`src/core/mlsr_pkg.sv`:
```
//------------------------------------------------------------------------------
// Purpose : Constants for the monitor limit status register slice
// Assumes : Conversion and limit compare logic runs on core_clk
// Notes   : Register offsets are byte-wide register pointer values
//------------------------------------------------------------------------------
package mlsr_pkg;

  //----------------------------------------------------------------------------
  // Widths and counts
  //----------------------------------------------------------------------------
  localparam int unsigned MLSR_DATA_W = 8;
  localparam int unsigned MLSR_ADDR_W = 8;
  localparam int unsigned MLSR_RAIL_N = 6;
  localparam int unsigned MLSR_AIN_N  = 8;
  localparam int unsigned MLSR_FLAG_N = 16;

  //----------------------------------------------------------------------------
  // Register offsets and reset values
  //----------------------------------------------------------------------------
  localparam logic [7:0] MLSR_OFS_INT_TEMP   = 8'h1f;
  localparam logic [7:0] MLSR_OFS_FLAGS_ONE  = 8'h20;
  localparam logic [7:0] MLSR_OFS_FLAGS_TWO  = 8'h21;
  localparam logic [7:0] MLSR_RST_BYTE       = 8'h00;

  //----------------------------------------------------------------------------
  // Field positions in the combined flag vector
  //----------------------------------------------------------------------------
  localparam int unsigned MLSR_BIT_RD1      = 0;
  localparam int unsigned MLSR_BIT_RD2      = 1;
  localparam int unsigned MLSR_BIT_RAIL_LSB = 2;
  localparam int unsigned MLSR_BIT_AIN_LSB  = 8;

endpackage : mlsr_pkg

```
`src/core/mlsr_flag_if.sv`:
```
//------------------------------------------------------------------------------
// Purpose : Carries compare results and events into the flag bank
// Assumes : All signals on core_clk
// Notes   : done and evt are one-cycle pulses, oor is sampled with done
//------------------------------------------------------------------------------
`timescale 1ns/100ps
interface mlsr_flag_if #(
  parameter int unsigned WIDTH = 16
);
  logic [WIDTH-1:0] done;
  logic [WIDTH-1:0] oor;
  logic [WIDTH-1:0] evt;
  logic [WIDTH-1:0] flags;

  // Flag bank side
  modport bank (
    input  done,
    input  oor,
    input  evt,
    output flags
  );

  // Controlling side
  modport ctl (
    output done,
    output oor,
    output evt,
    input  flags
  );
endinterface : mlsr_flag_if

```
`src/core/mlsr_flag_bank.sv`:
```
//------------------------------------------------------------------------------
// Purpose : Bank of out-of-limit status flags
// Assumes : Completion and event pulses last one cycle
// Notes   : An event in the completion cycle still sets the flag
//------------------------------------------------------------------------------
`timescale 1ns/100ps
module mlsr_flag_bank #(
  parameter int unsigned WIDTH = 16
) (
  // Clock and reset
  input  wire logic   core_clk,
  input  wire logic   rst_b,
  // Flag traffic
  mlsr_flag_if.bank   fl
);
  import mlsr_pkg::*;

  typedef struct packed {
    logic [WIDTH-1:0] flags;
  } mlsr_bank_state_type;

  mlsr_bank_state_type st_q;
  mlsr_bank_state_type st_d;
  logic [WIDTH-1:0]    next_bit;

  //----------------------------------------------------------------------------
  // Next value of each flag
  //----------------------------------------------------------------------------
  genvar gi;
  generate
    for (gi = 0; gi < WIDTH; gi++)
    begin : g_flag
      // Completion loads the fresh result, events always set
      assign next_bit[gi] = fl.done[gi] ? (fl.oor[gi] | fl.evt[gi])
                                        : (st_q.flags[gi] | fl.evt[gi]);
    end
  endgenerate

  // Next state
  always_comb
  begin
    st_d       = st_q;
    st_d.flags = next_bit;
  end

  // State register
  always_ff @(posedge core_clk or negedge rst_b)
  begin
    if (!rst_b)
      st_q <= '0;
    else
      st_q <= st_d;
  end

  assign fl.flags = st_q.flags;
endmodule : mlsr_flag_bank

```
`src/core/mlsr_status_regs.sv`:
```
//------------------------------------------------------------------------------
// Purpose : Internal temperature value and two limit status registers
// Assumes : Compare results arrive from logic on core_clk, no synchronisers
// Notes   : Registers are read through the serial bus register pointer port
//------------------------------------------------------------------------------
`timescale 1ns/100ps
module mlsr_status_regs (
  // Clock and reset
  input  wire logic                               core_clk,
  input  wire logic                               rst_b,
  // Register read port from the serial bus engine
  input  wire logic                               reg_rd_en,
  input  wire logic [mlsr_pkg::MLSR_ADDR_W-1:0]   reg_addr,
  output logic      [mlsr_pkg::MLSR_DATA_W-1:0]   reg_rd_data,
  output logic                                    reg_rd_ack,
  // Internal temperature conversion
  input  wire logic                               int_temp_done,
  input  wire logic [mlsr_pkg::MLSR_DATA_W-1:0]   int_temp_raw,
  input  wire logic [mlsr_pkg::MLSR_DATA_W-1:0]   int_temp_offset,
  output logic      [mlsr_pkg::MLSR_DATA_W-1:0]   int_temp_reading,
  // Remote diode compare results
  input  wire logic                               rd1_done,
  input  wire logic                               rd1_oor,
  input  wire logic                               rd2_done,
  input  wire logic                               rd2_oor,
  input  wire logic                               analog_input_nine_done,
  input  wire logic                               analog_input_nine_oor,
  input  wire logic                               analog_input_nine_volt_mode,
  // Overtemp mode levels per remote channel
  input  wire logic                               overtemp_mode_rd1,
  input  wire logic                               overtemp_mode_rd2,
  // Supply rail compare results
  input  wire logic [mlsr_pkg::MLSR_RAIL_N-1:0]   rail_done,
  input  wire logic [mlsr_pkg::MLSR_RAIL_N-1:0]   rail_oor,
  // General analog input compare results
  input  wire logic [mlsr_pkg::MLSR_AIN_N-1:0]    ain_done,
  input  wire logic [mlsr_pkg::MLSR_AIN_N-1:0]    ain_oor,
  // Interrupt masks and alert
  input  wire logic [mlsr_pkg::MLSR_DATA_W-1:0]   mask_one,
  input  wire logic [mlsr_pkg::MLSR_DATA_W-1:0]   mask_two,
  output logic                                    limit_alert
);
  import mlsr_pkg::*;

  //----------------------------------------------------------------------------
  // State
  //----------------------------------------------------------------------------
  typedef struct packed {
    logic [MLSR_DATA_W-1:0] int_temp;
    logic [MLSR_DATA_W-1:0] rd_data;
    logic                   rd_ack;
    logic                   alert;
    logic [1:0]             otm;
  } mlsr_state_type;

  mlsr_state_type         st_q;
  mlsr_state_type         st_d;
  logic [1:0]             otm_now;
  logic [1:0]             otm_edge;
  logic [MLSR_FLAG_N-1:0] flags;
  logic [MLSR_FLAG_N-1:0] mask_all;

  mlsr_flag_if #(.WIDTH(MLSR_FLAG_N)) fl ();

  // Byte fetch for a register pointer value
  function automatic logic [MLSR_DATA_W-1:0] mlsr_read_byte(
    input logic [MLSR_ADDR_W-1:0] addr,
    input logic [MLSR_DATA_W-1:0] temp,
    input logic [MLSR_FLAG_N-1:0] flg
  );
    logic [MLSR_DATA_W-1:0] val;
    val = MLSR_RST_BYTE;
    if (addr == MLSR_OFS_INT_TEMP)
      val = temp;
    else if (addr == MLSR_OFS_FLAGS_ONE)
      val = flg[MLSR_DATA_W-1:0];
    else if (addr == MLSR_OFS_FLAGS_TWO)
      val = flg[MLSR_FLAG_N-1:MLSR_DATA_W];
    return val;
  endfunction : mlsr_read_byte

  //----------------------------------------------------------------------------
  // Overtemp mode edges
  //----------------------------------------------------------------------------
  // Both engage and release give one pulse each
  assign otm_now  = {overtemp_mode_rd2, overtemp_mode_rd1};
  assign otm_edge = otm_now ^ st_q.otm;

  //----------------------------------------------------------------------------
  // Flag bank feed
  //----------------------------------------------------------------------------
  // Bit 1 follows input nine when that pin pair measures voltage
  always_comb
  begin
    fl.done                    = '0;
    fl.oor                     = '0;
    fl.evt                     = '0;
    fl.done[MLSR_BIT_RD1]      = rd1_done;
    fl.oor[MLSR_BIT_RD1]       = rd1_oor;
    fl.evt[MLSR_BIT_RD1]       = otm_edge[0];
    fl.done[MLSR_BIT_RD2]      = analog_input_nine_volt_mode ? analog_input_nine_done : rd2_done;
    fl.oor[MLSR_BIT_RD2]       = analog_input_nine_volt_mode ? analog_input_nine_oor  : rd2_oor;
    fl.evt[MLSR_BIT_RD2]       = otm_edge[1];
    fl.done[MLSR_BIT_RAIL_LSB +: MLSR_RAIL_N] = rail_done;
    fl.oor[MLSR_BIT_RAIL_LSB +: MLSR_RAIL_N]  = rail_oor;
    fl.done[MLSR_BIT_AIN_LSB +: MLSR_AIN_N]   = ain_done;
    fl.oor[MLSR_BIT_AIN_LSB +: MLSR_AIN_N]    = ain_oor;
  end

  assign flags    = fl.flags;
  assign mask_all = {mask_two, mask_one};

  // Status flag storage
  mlsr_flag_bank #(
    .WIDTH    (MLSR_FLAG_N)
  ) u_flag_bank (
    .core_clk (core_clk),
    .rst_b    (rst_b),
    .fl       (fl.bank)
  );

  //----------------------------------------------------------------------------
  // Next state
  //----------------------------------------------------------------------------
  always_comb
  begin
    st_d        = st_q;
    st_d.otm    = otm_now;
    st_d.rd_ack = reg_rd_en;
    // Offset applied in two's complement, wrapping at eight bits
    if (int_temp_done)
      st_d.int_temp = MLSR_DATA_W'(int_temp_raw + int_temp_offset);
    // Read data captured at the request, zero for unmapped pointers
    if (reg_rd_en)
      st_d.rd_data = mlsr_read_byte(reg_addr, st_q.int_temp, flags);
    // Masks gate only the alert, flags stay visible
    st_d.alert = |(flags & ~mask_all);
  end

  //----------------------------------------------------------------------------
  // State register
  //----------------------------------------------------------------------------
  always_ff @(posedge core_clk or negedge rst_b)
  begin
    if (!rst_b)
      st_q <= '0;
    else
      st_q <= st_d;
  end

  //----------------------------------------------------------------------------
  // Outputs
  //----------------------------------------------------------------------------
  assign reg_rd_data      = st_q.rd_data;
  assign reg_rd_ack       = st_q.rd_ack;
  assign int_temp_reading = st_q.int_temp;
  assign limit_alert      = st_q.alert;

  // Every rail flag loads its own compare result
  genvar ri;
  generate
    for (ri = 0; ri < MLSR_RAIL_N; ri++)
    begin : g_rail_chk

    end
  endgenerate

  // Every analog input flag loads its own compare result
  genvar ai;
  generate
    for (ai = 0; ai < MLSR_AIN_N; ai++)
    begin : g_ain_chk

    end
  endgenerate
endmodule : mlsr_status_regs

```
`config.mk`:
```
export PLATFORM = sky130hd
export DESIGN_NAME = mlsr_status_regs
export DESIGN_NICKNAME = d
export VERILOG_FILES = /design/src/core/mlsr_pkg.sv /design/src/core/mlsr_flag_if.sv /design/src/core/mlsr_flag_bank.sv /design/src/core/mlsr_status_regs.sv
export SDC_FILE = /design/constraint.sdc
export NUM_CORES = 1
export LEC_CHECK = 0
export BUFFER_PORTS_ARGS = -buffer_cell sky130_fd_sc_hd__buf_4
export CAP_MARGIN = 20
export CORE_MARGIN = 5
export CORE_UTILIZATION = 47
export DETAILED_ROUTE_END_ITERATION = 10
export GPL_ROUTABILITY_DRIVEN = 0
export MAX_ROUTING_LAYER = met4
export PLACE_DENSITY = 0.78
export SYNTH_ARGS = -nofsm -noshare
export SYNTH_HDL_FRONTEND = slang
export SYNTH_SLANG_ARGS = --single-unit
```
`constraint.sdc`:
```
create_clock -name core_clk -period 1.05 [get_ports core_clk]
set_input_delay 0.1575 -clock core_clk [delete_from_list [all_inputs] [get_ports core_clk]]
set_output_delay 0.1575 -clock core_clk [all_outputs]
set_load 0.02 [all_outputs]
```
* Word level (Yosys, flattened, before mapping)
Cells that the tools add are included.
** Word-level totals
- Input bits :: 81
- ROM bits :: 0
- RAM bits :: 0
- Output and inout port bits :: 18
- Memories :: 0
- Bits in registers :: 36
- Word-level logic and storage cells :: 39
- Bits in latches :: 0
** Cells by class
- Mux-type cells :: 7
- Reduce and logical (&&, ||, !) cells :: 1
- Multipliers :: 0
- Shifts and indexed selects :: 0
- Bitwise operators :: 7
- Eq/ne operators :: 3
- Add/sub/neg operators :: 1
- Divide/modulo/power cells :: 0
- Magnitude comparators :: 0
** Operator list (number)
- $mux 8 :: 3
- $and 16x16->16 :: 1
- $eq 8x6->1 const B :: 2
- $not 16->16 :: 1
- $reduce_or 16->1 :: 1
- $add 8x8->8 :: 1
- $eq 8x5->1 const B :: 1
- $mux 1 :: 4
- $or 1x1->1 :: 4
- $xor 2x2->2 :: 1

* Depth between registers and ports, before layout
- Depth in word-level cells :: 4
- Depth in mapped cells :: 7
- Mapped depth without buffers :: 7

* Hierarchy
Synthesis repeated with hierarchy kept, for this count alone.
** Unflattened totals
- Cells, all modules :: 221
- Area, all modules :: 2277.2 um^2
** Modules (own cells, without submodules)
- mlsr_status_regs :: sequential area each 500.5 um^2, area an instance 1636.6 um^2, instances 1, cells an instance 173
- mlsr_flag_bank :: sequential area each 400.4 um^2, area an instance 640.6 um^2, instances 1, cells an instance 48

* Worst setup path after synthesis
No wires, ideal clock.
- Kind :: input to register
- Start :: in reg_addr[1] in the netlist's numbering
- End :: reg st_q, in the netlist reg_rd_data[0]
- Path slack :: -449 ps
- Cell stages on the path :: 4
- Library setup time :: 73 ps
- Data arrival time :: 1425 ps
- Required time :: 977 ps
- Path buffers :: 0
- Cell sequence :: or4_4 -> nor4b_4 -> a22oi_1 -> a21oi_2
** On the way
- Cells in the longest elaborated chain, start to end :: 4
- Elaborated cells between the ends (all ways) :: 6
- Those cells by class :: eq/ne (3); mux (3)
** RTL lines
- start: declaration :: RTL line mlsr_status_regs.sv:13 : input wire logic [mlsr_pkg::MLSR_ADDR_W-1:0] reg_addr,
- $eq 8x6->1 :: RTL line mlsr_status_regs.sv:77 : else if (addr == MLSR_OFS_FLAGS_TWO)
- $mux 8 :: RTL line mlsr_status_regs.sv:77
- $mux 8 :: RTL line mlsr_status_regs.sv:75 : else if (addr == MLSR_OFS_FLAGS_ONE)
- $mux 8 * :: RTL line mlsr_status_regs.sv:73 : if (addr == MLSR_OFS_INT_TEMP)
- end signal: assignment :: RTL line mlsr_status_regs.sv:148 : st_q <= st_d;
- end: declaration :: RTL line mlsr_status_regs.sv:56 : mlsr_state_type st_q;
Mark *: on every way between the ends. The rest lies on a longest branch, timed or not.
A chain may end at the register's enable or synchronous reset.

* Worst setup path in the final report
- Start :: in reg_addr[4] in the netlist's numbering
- End :: reg st_q, in the netlist reg_rd_data[2]
The elaborated chain is that of the path after synthesis.

==> results.json <==
{
  "status": "complete, but fails checks",
  "violations": "negative setup slack",
  "syn_area_um2": 2130,
  "hold_depth": 1,
  "via_per_inst": 5.41,
  "path_class": "primary input to flip-flop",
  "drc": 0,
  "layout.nets": 418,
  "clk_pin_slew_ns": 0.07,
  "finalPower_uw": 3970,
  "slew_viol_final": 0,
  "cp.buffers_inverters": 2,
  "antenna_cells": 0,
  "critPathMaxStageDelay_ns": 0.57,
  "worst-path-stages": 6,
  "hold_viol": 0,
  "wl_per_cell_um": 15.4,
  "yosysWarningCount": 0,
  "die_w_um": 77.3,
  "tightestPinTransition_ns": 0.451,
  "wl_mm": 5.88,
  "cts_sinks": 36,
  "ff_latch_area_um2": 901,
  "grt_max_degree": 37,
  "io_pins": 99,
  "ant_nets": 0,
  "end_kind": "flip-flop",
  "start_kind": "primary input",
  "pre_cts_ws_ns": -0.574,
  "cp_top_family": "simple AND/OR/NAND/NOR gates",
  "placed_cell_area_um2": 3100,
  "initial_core_util": 0.485,
  "path_cells": "buf_6, or4_4, nor4b_4, buf_6, a22oi_2, a21oi_2",
  "p_clk_frac": 0.265,
  "synth.avg_cell_area_um2": 9.99,
  "fillers": 304,
  "power.density_nw_per_um2": 1180,
  "ys_types": 41,
  "p_int_uw": 2820,
  "grt_pass1_vias": 2095,
  "r2r-end": "limit_alert$_DFF_PN0_",
  "min_period_ns": 1.27,
  "design_area_um2": 3370,
  "crit_fanout": 8,
  "hold_end": "reg_rd_ack$_DFF_PN0_",
  "yosysSeqAreaShare": 0.424,
  "comb_power_share": 0.320,
  "vias": 2062,
  "drive_gt1_frac": 0.559,
  "port_buffers": 98,
  "r2r_start": "u_flag_bank.fl.flags[0]$_DFF_PN0_",
  "cts_root_buf": "clkbuf_8",
  "dieArea_um2": 5970,
  "p_sw_frac": 0.289,
  "core-area_um2": 4380,
  "min_path_type": "primary input to flip-flop",
  "syn_nets": 302,
  "cp_data_required_time_ns": 1.26,
  "synth_ff_type": "dfrtp_1",
  "multiInputGateArea_um2": 1190,
  "cts_buffer_depth": 2,
  "drv_cap": 0,
  "max_freq_mhz": 785,
  "hp-start": "reg_rd_en",
  "drt_iter0_markers": 137,
  "synthArstFlopShare": 1.00,
  "track_usage": 0.200,
  "max-vdd-ir-drop_mv": 0.931,
  "cts_tree": "yes",
  "fin_ws_ns": -0.225,
  "rows": 24,
  "clock_latency_ns": 0.28,
  "finClkSkew_ns": 0.00331,
  "antenna_found_initial": 0,
  "htreeDepth": 2,
  "grt-ovfl-total": 0,
  "finalSetupViolCount": 10,
  "relSlewSlack": 0.700,
  "grt_pass1_wl_mm": 9.60,
  "pwr-share-seq": 0.415,
  "dr.pass1.iters": 5,
  "p_leak_uw": 0.00157,
  "dpl.hpwl_mm": 4.65,
  "worstPathArrival_ns": 1.49,
  "reg2reg_slack_ns": 0.03,
  "ff2ff_path_depth": 4,
  "ys_ff_latch": 36,
  "rsz0062_at_grt": "yes",
  "fp.dieH_um": 77.3,
  "synth_edf_count": 0,
  "critical_path.slowest_cell": "or4_4",
  "post-route-util": 0.768,
  "area.growth.synth_to_final_pct": 58.2,
  "min_period_over_period": 1.21,
  "cts_made_buffers": 5,
  "critical_path.most_common_cell": "buf_6",
  "netlist_instances": 213,
  "netSwitchingPower_uw": 1150
}
==> per-stage QoR <==
stage	setup TNS [ns]	hold slack, ns	cells
6_report	-1.72	0.0453	381
5_1_grt	-2.22	0.0497	381
4_1_cts	-1.67	0.0405	379
3_5_place_dp	-6.41	0.140	367
3_3_place_gp	-6.02	0.137	367
2_1_floorplan	-4.07	-0.138	213
==> logic make-up after synthesis <==
logic type      count (synthesis)  synth area share
compound gates                 63             0.206
buf+inv                        46             0.110
simple gates                   45             0.135
flops                          36             0.424
mux                            11            0.0576
fa+ha+maj                       8            0.0506
xor+xnor                        4            0.0165
==> routing by layer <==
| metal | GRT usage | part of all wire | wire length [µm] |
|---|---|---|---|
| met3 | 0.0492 | 0.059 | 347 |
| met1 | 0.249 | 0.40 | 2330 |
| met2 | 0.332 | 0.54 | 3180 |
| met4 | 0.0361 | 0.0037 | 22 |
| met5 | - | 0 | 0 |
==> registers in the layout (all words and copies together) (netlist names) <==
signal / cells
limit_alert: 1
u_flag_bank.fl.flags: 16
reg_rd_data: 8
st_q: 2
int_temp_reading: 8
reg_rd_ack: 1
==> worst max-delay path by stage <==
stage / to / slack [ns] / start
final: reg_rd_data[2]$_DFFE_PN0P_ / -0.22 / reg_addr[4]
after global routing: reg_rd_data[3]$_DFFE_PN0P_ / -0.27 / reg_addr[4]
after CTS: reg_rd_data[2]$_DFFE_PN0P_ / -0.23 / reg_addr[4]
after detailed placement: reg_rd_data[2]$_DFFE_PN0P_ / -0.57 / reg_addr[1]
after global placement: reg_rd_data[7]$_DFFE_PN0P_ / -0.53 / reg_addr[1]
after floorplan: reg_rd_data[0]$_DFFE_PN0P_ / -0.45 / reg_addr[1]
==> layout make-up <==
type	count	area share
multi-input cells	131	0.354
well taps	52	0.0193
clock buffers	7	0.0286
inverters	26	0.0290
flip-flops and latches	36	0.268
repair buffers	129	0.301
==> cells in the mapped netlist (2+ instances only) <==
library cell  number  area, µm²
clkbuf_1           3       11.3
inv_1             26       97.6
nand2b_1           7       43.8
buf_4             16        120
nand3_1            3       15.0
xnor2_1            2       17.5
nand3b_1           2       15.0
a31oi_1            2       12.5
nand2_1           13       48.8
a21oi_1            4       20.0
a22oi_1            9       67.6
xor2_1             2       17.5
o21a_1             2       15.0
nand4_1            3       18.8
o211ai_1           3       22.5
nor3_1             2       10.0
a211oi_1           3       22.5
a221oi_1           4       35.0
o21ai_0            8       40.0
dfrtp_1           36        901
o31ai_1            3       22.5
mux2_2            10        113
ha_1               7       87.6
nand4b_1           2       17.5
a21oi_2            8       70.1
nor2_1             4       15.0
nor4_1             2       12.5
o22ai_1           14       87.6
==> power by group through the flow <==
| stage | Combinational [µW] | Clock (µW) | Sequential, µW |
|---|---|---|---|
| after CTS | 1230 | 1070 | 1640 |
| after global placement | 1150 | 0 | 1660 |
| final | 1270 | 1050 | 1650 |
| after floorplan | 680 | 0 | 1630 |
| after global routing | 1380 | 1130 | 1660 |
| after detailed placement | 1170 | 0 | 1660 |
==> worst register-to-register path, stage by stage (launching register included) <==
cell and delay [ns]:
dfrtp_1 0.40, inv_2 0.06, o22ai_1 0.09, a221oi_2 0.20, nand4_1 0.13
==> placed cells by master (no fill, tap or decap), types with 7 or more instances in the layout <==
cell type,instances
nand2b_1,7
mux2_2,10
inv_1,20
clkbuf_8,7
o22ai_1,12
a21oi_2,8
buf_6,7
nand2_1,13
o21ai_0,7
buf_4,118
dfrtp_1,36
==> timing repair <==
action	CTS	global route
endpoints found under the hold margin	38	0
setup endpoints to repair	13	15
resized for setup	14	12
buffers inserted	2	3
hold buffers	3	0
pin swaps	13	8
(Power assumes the default switching activity.)
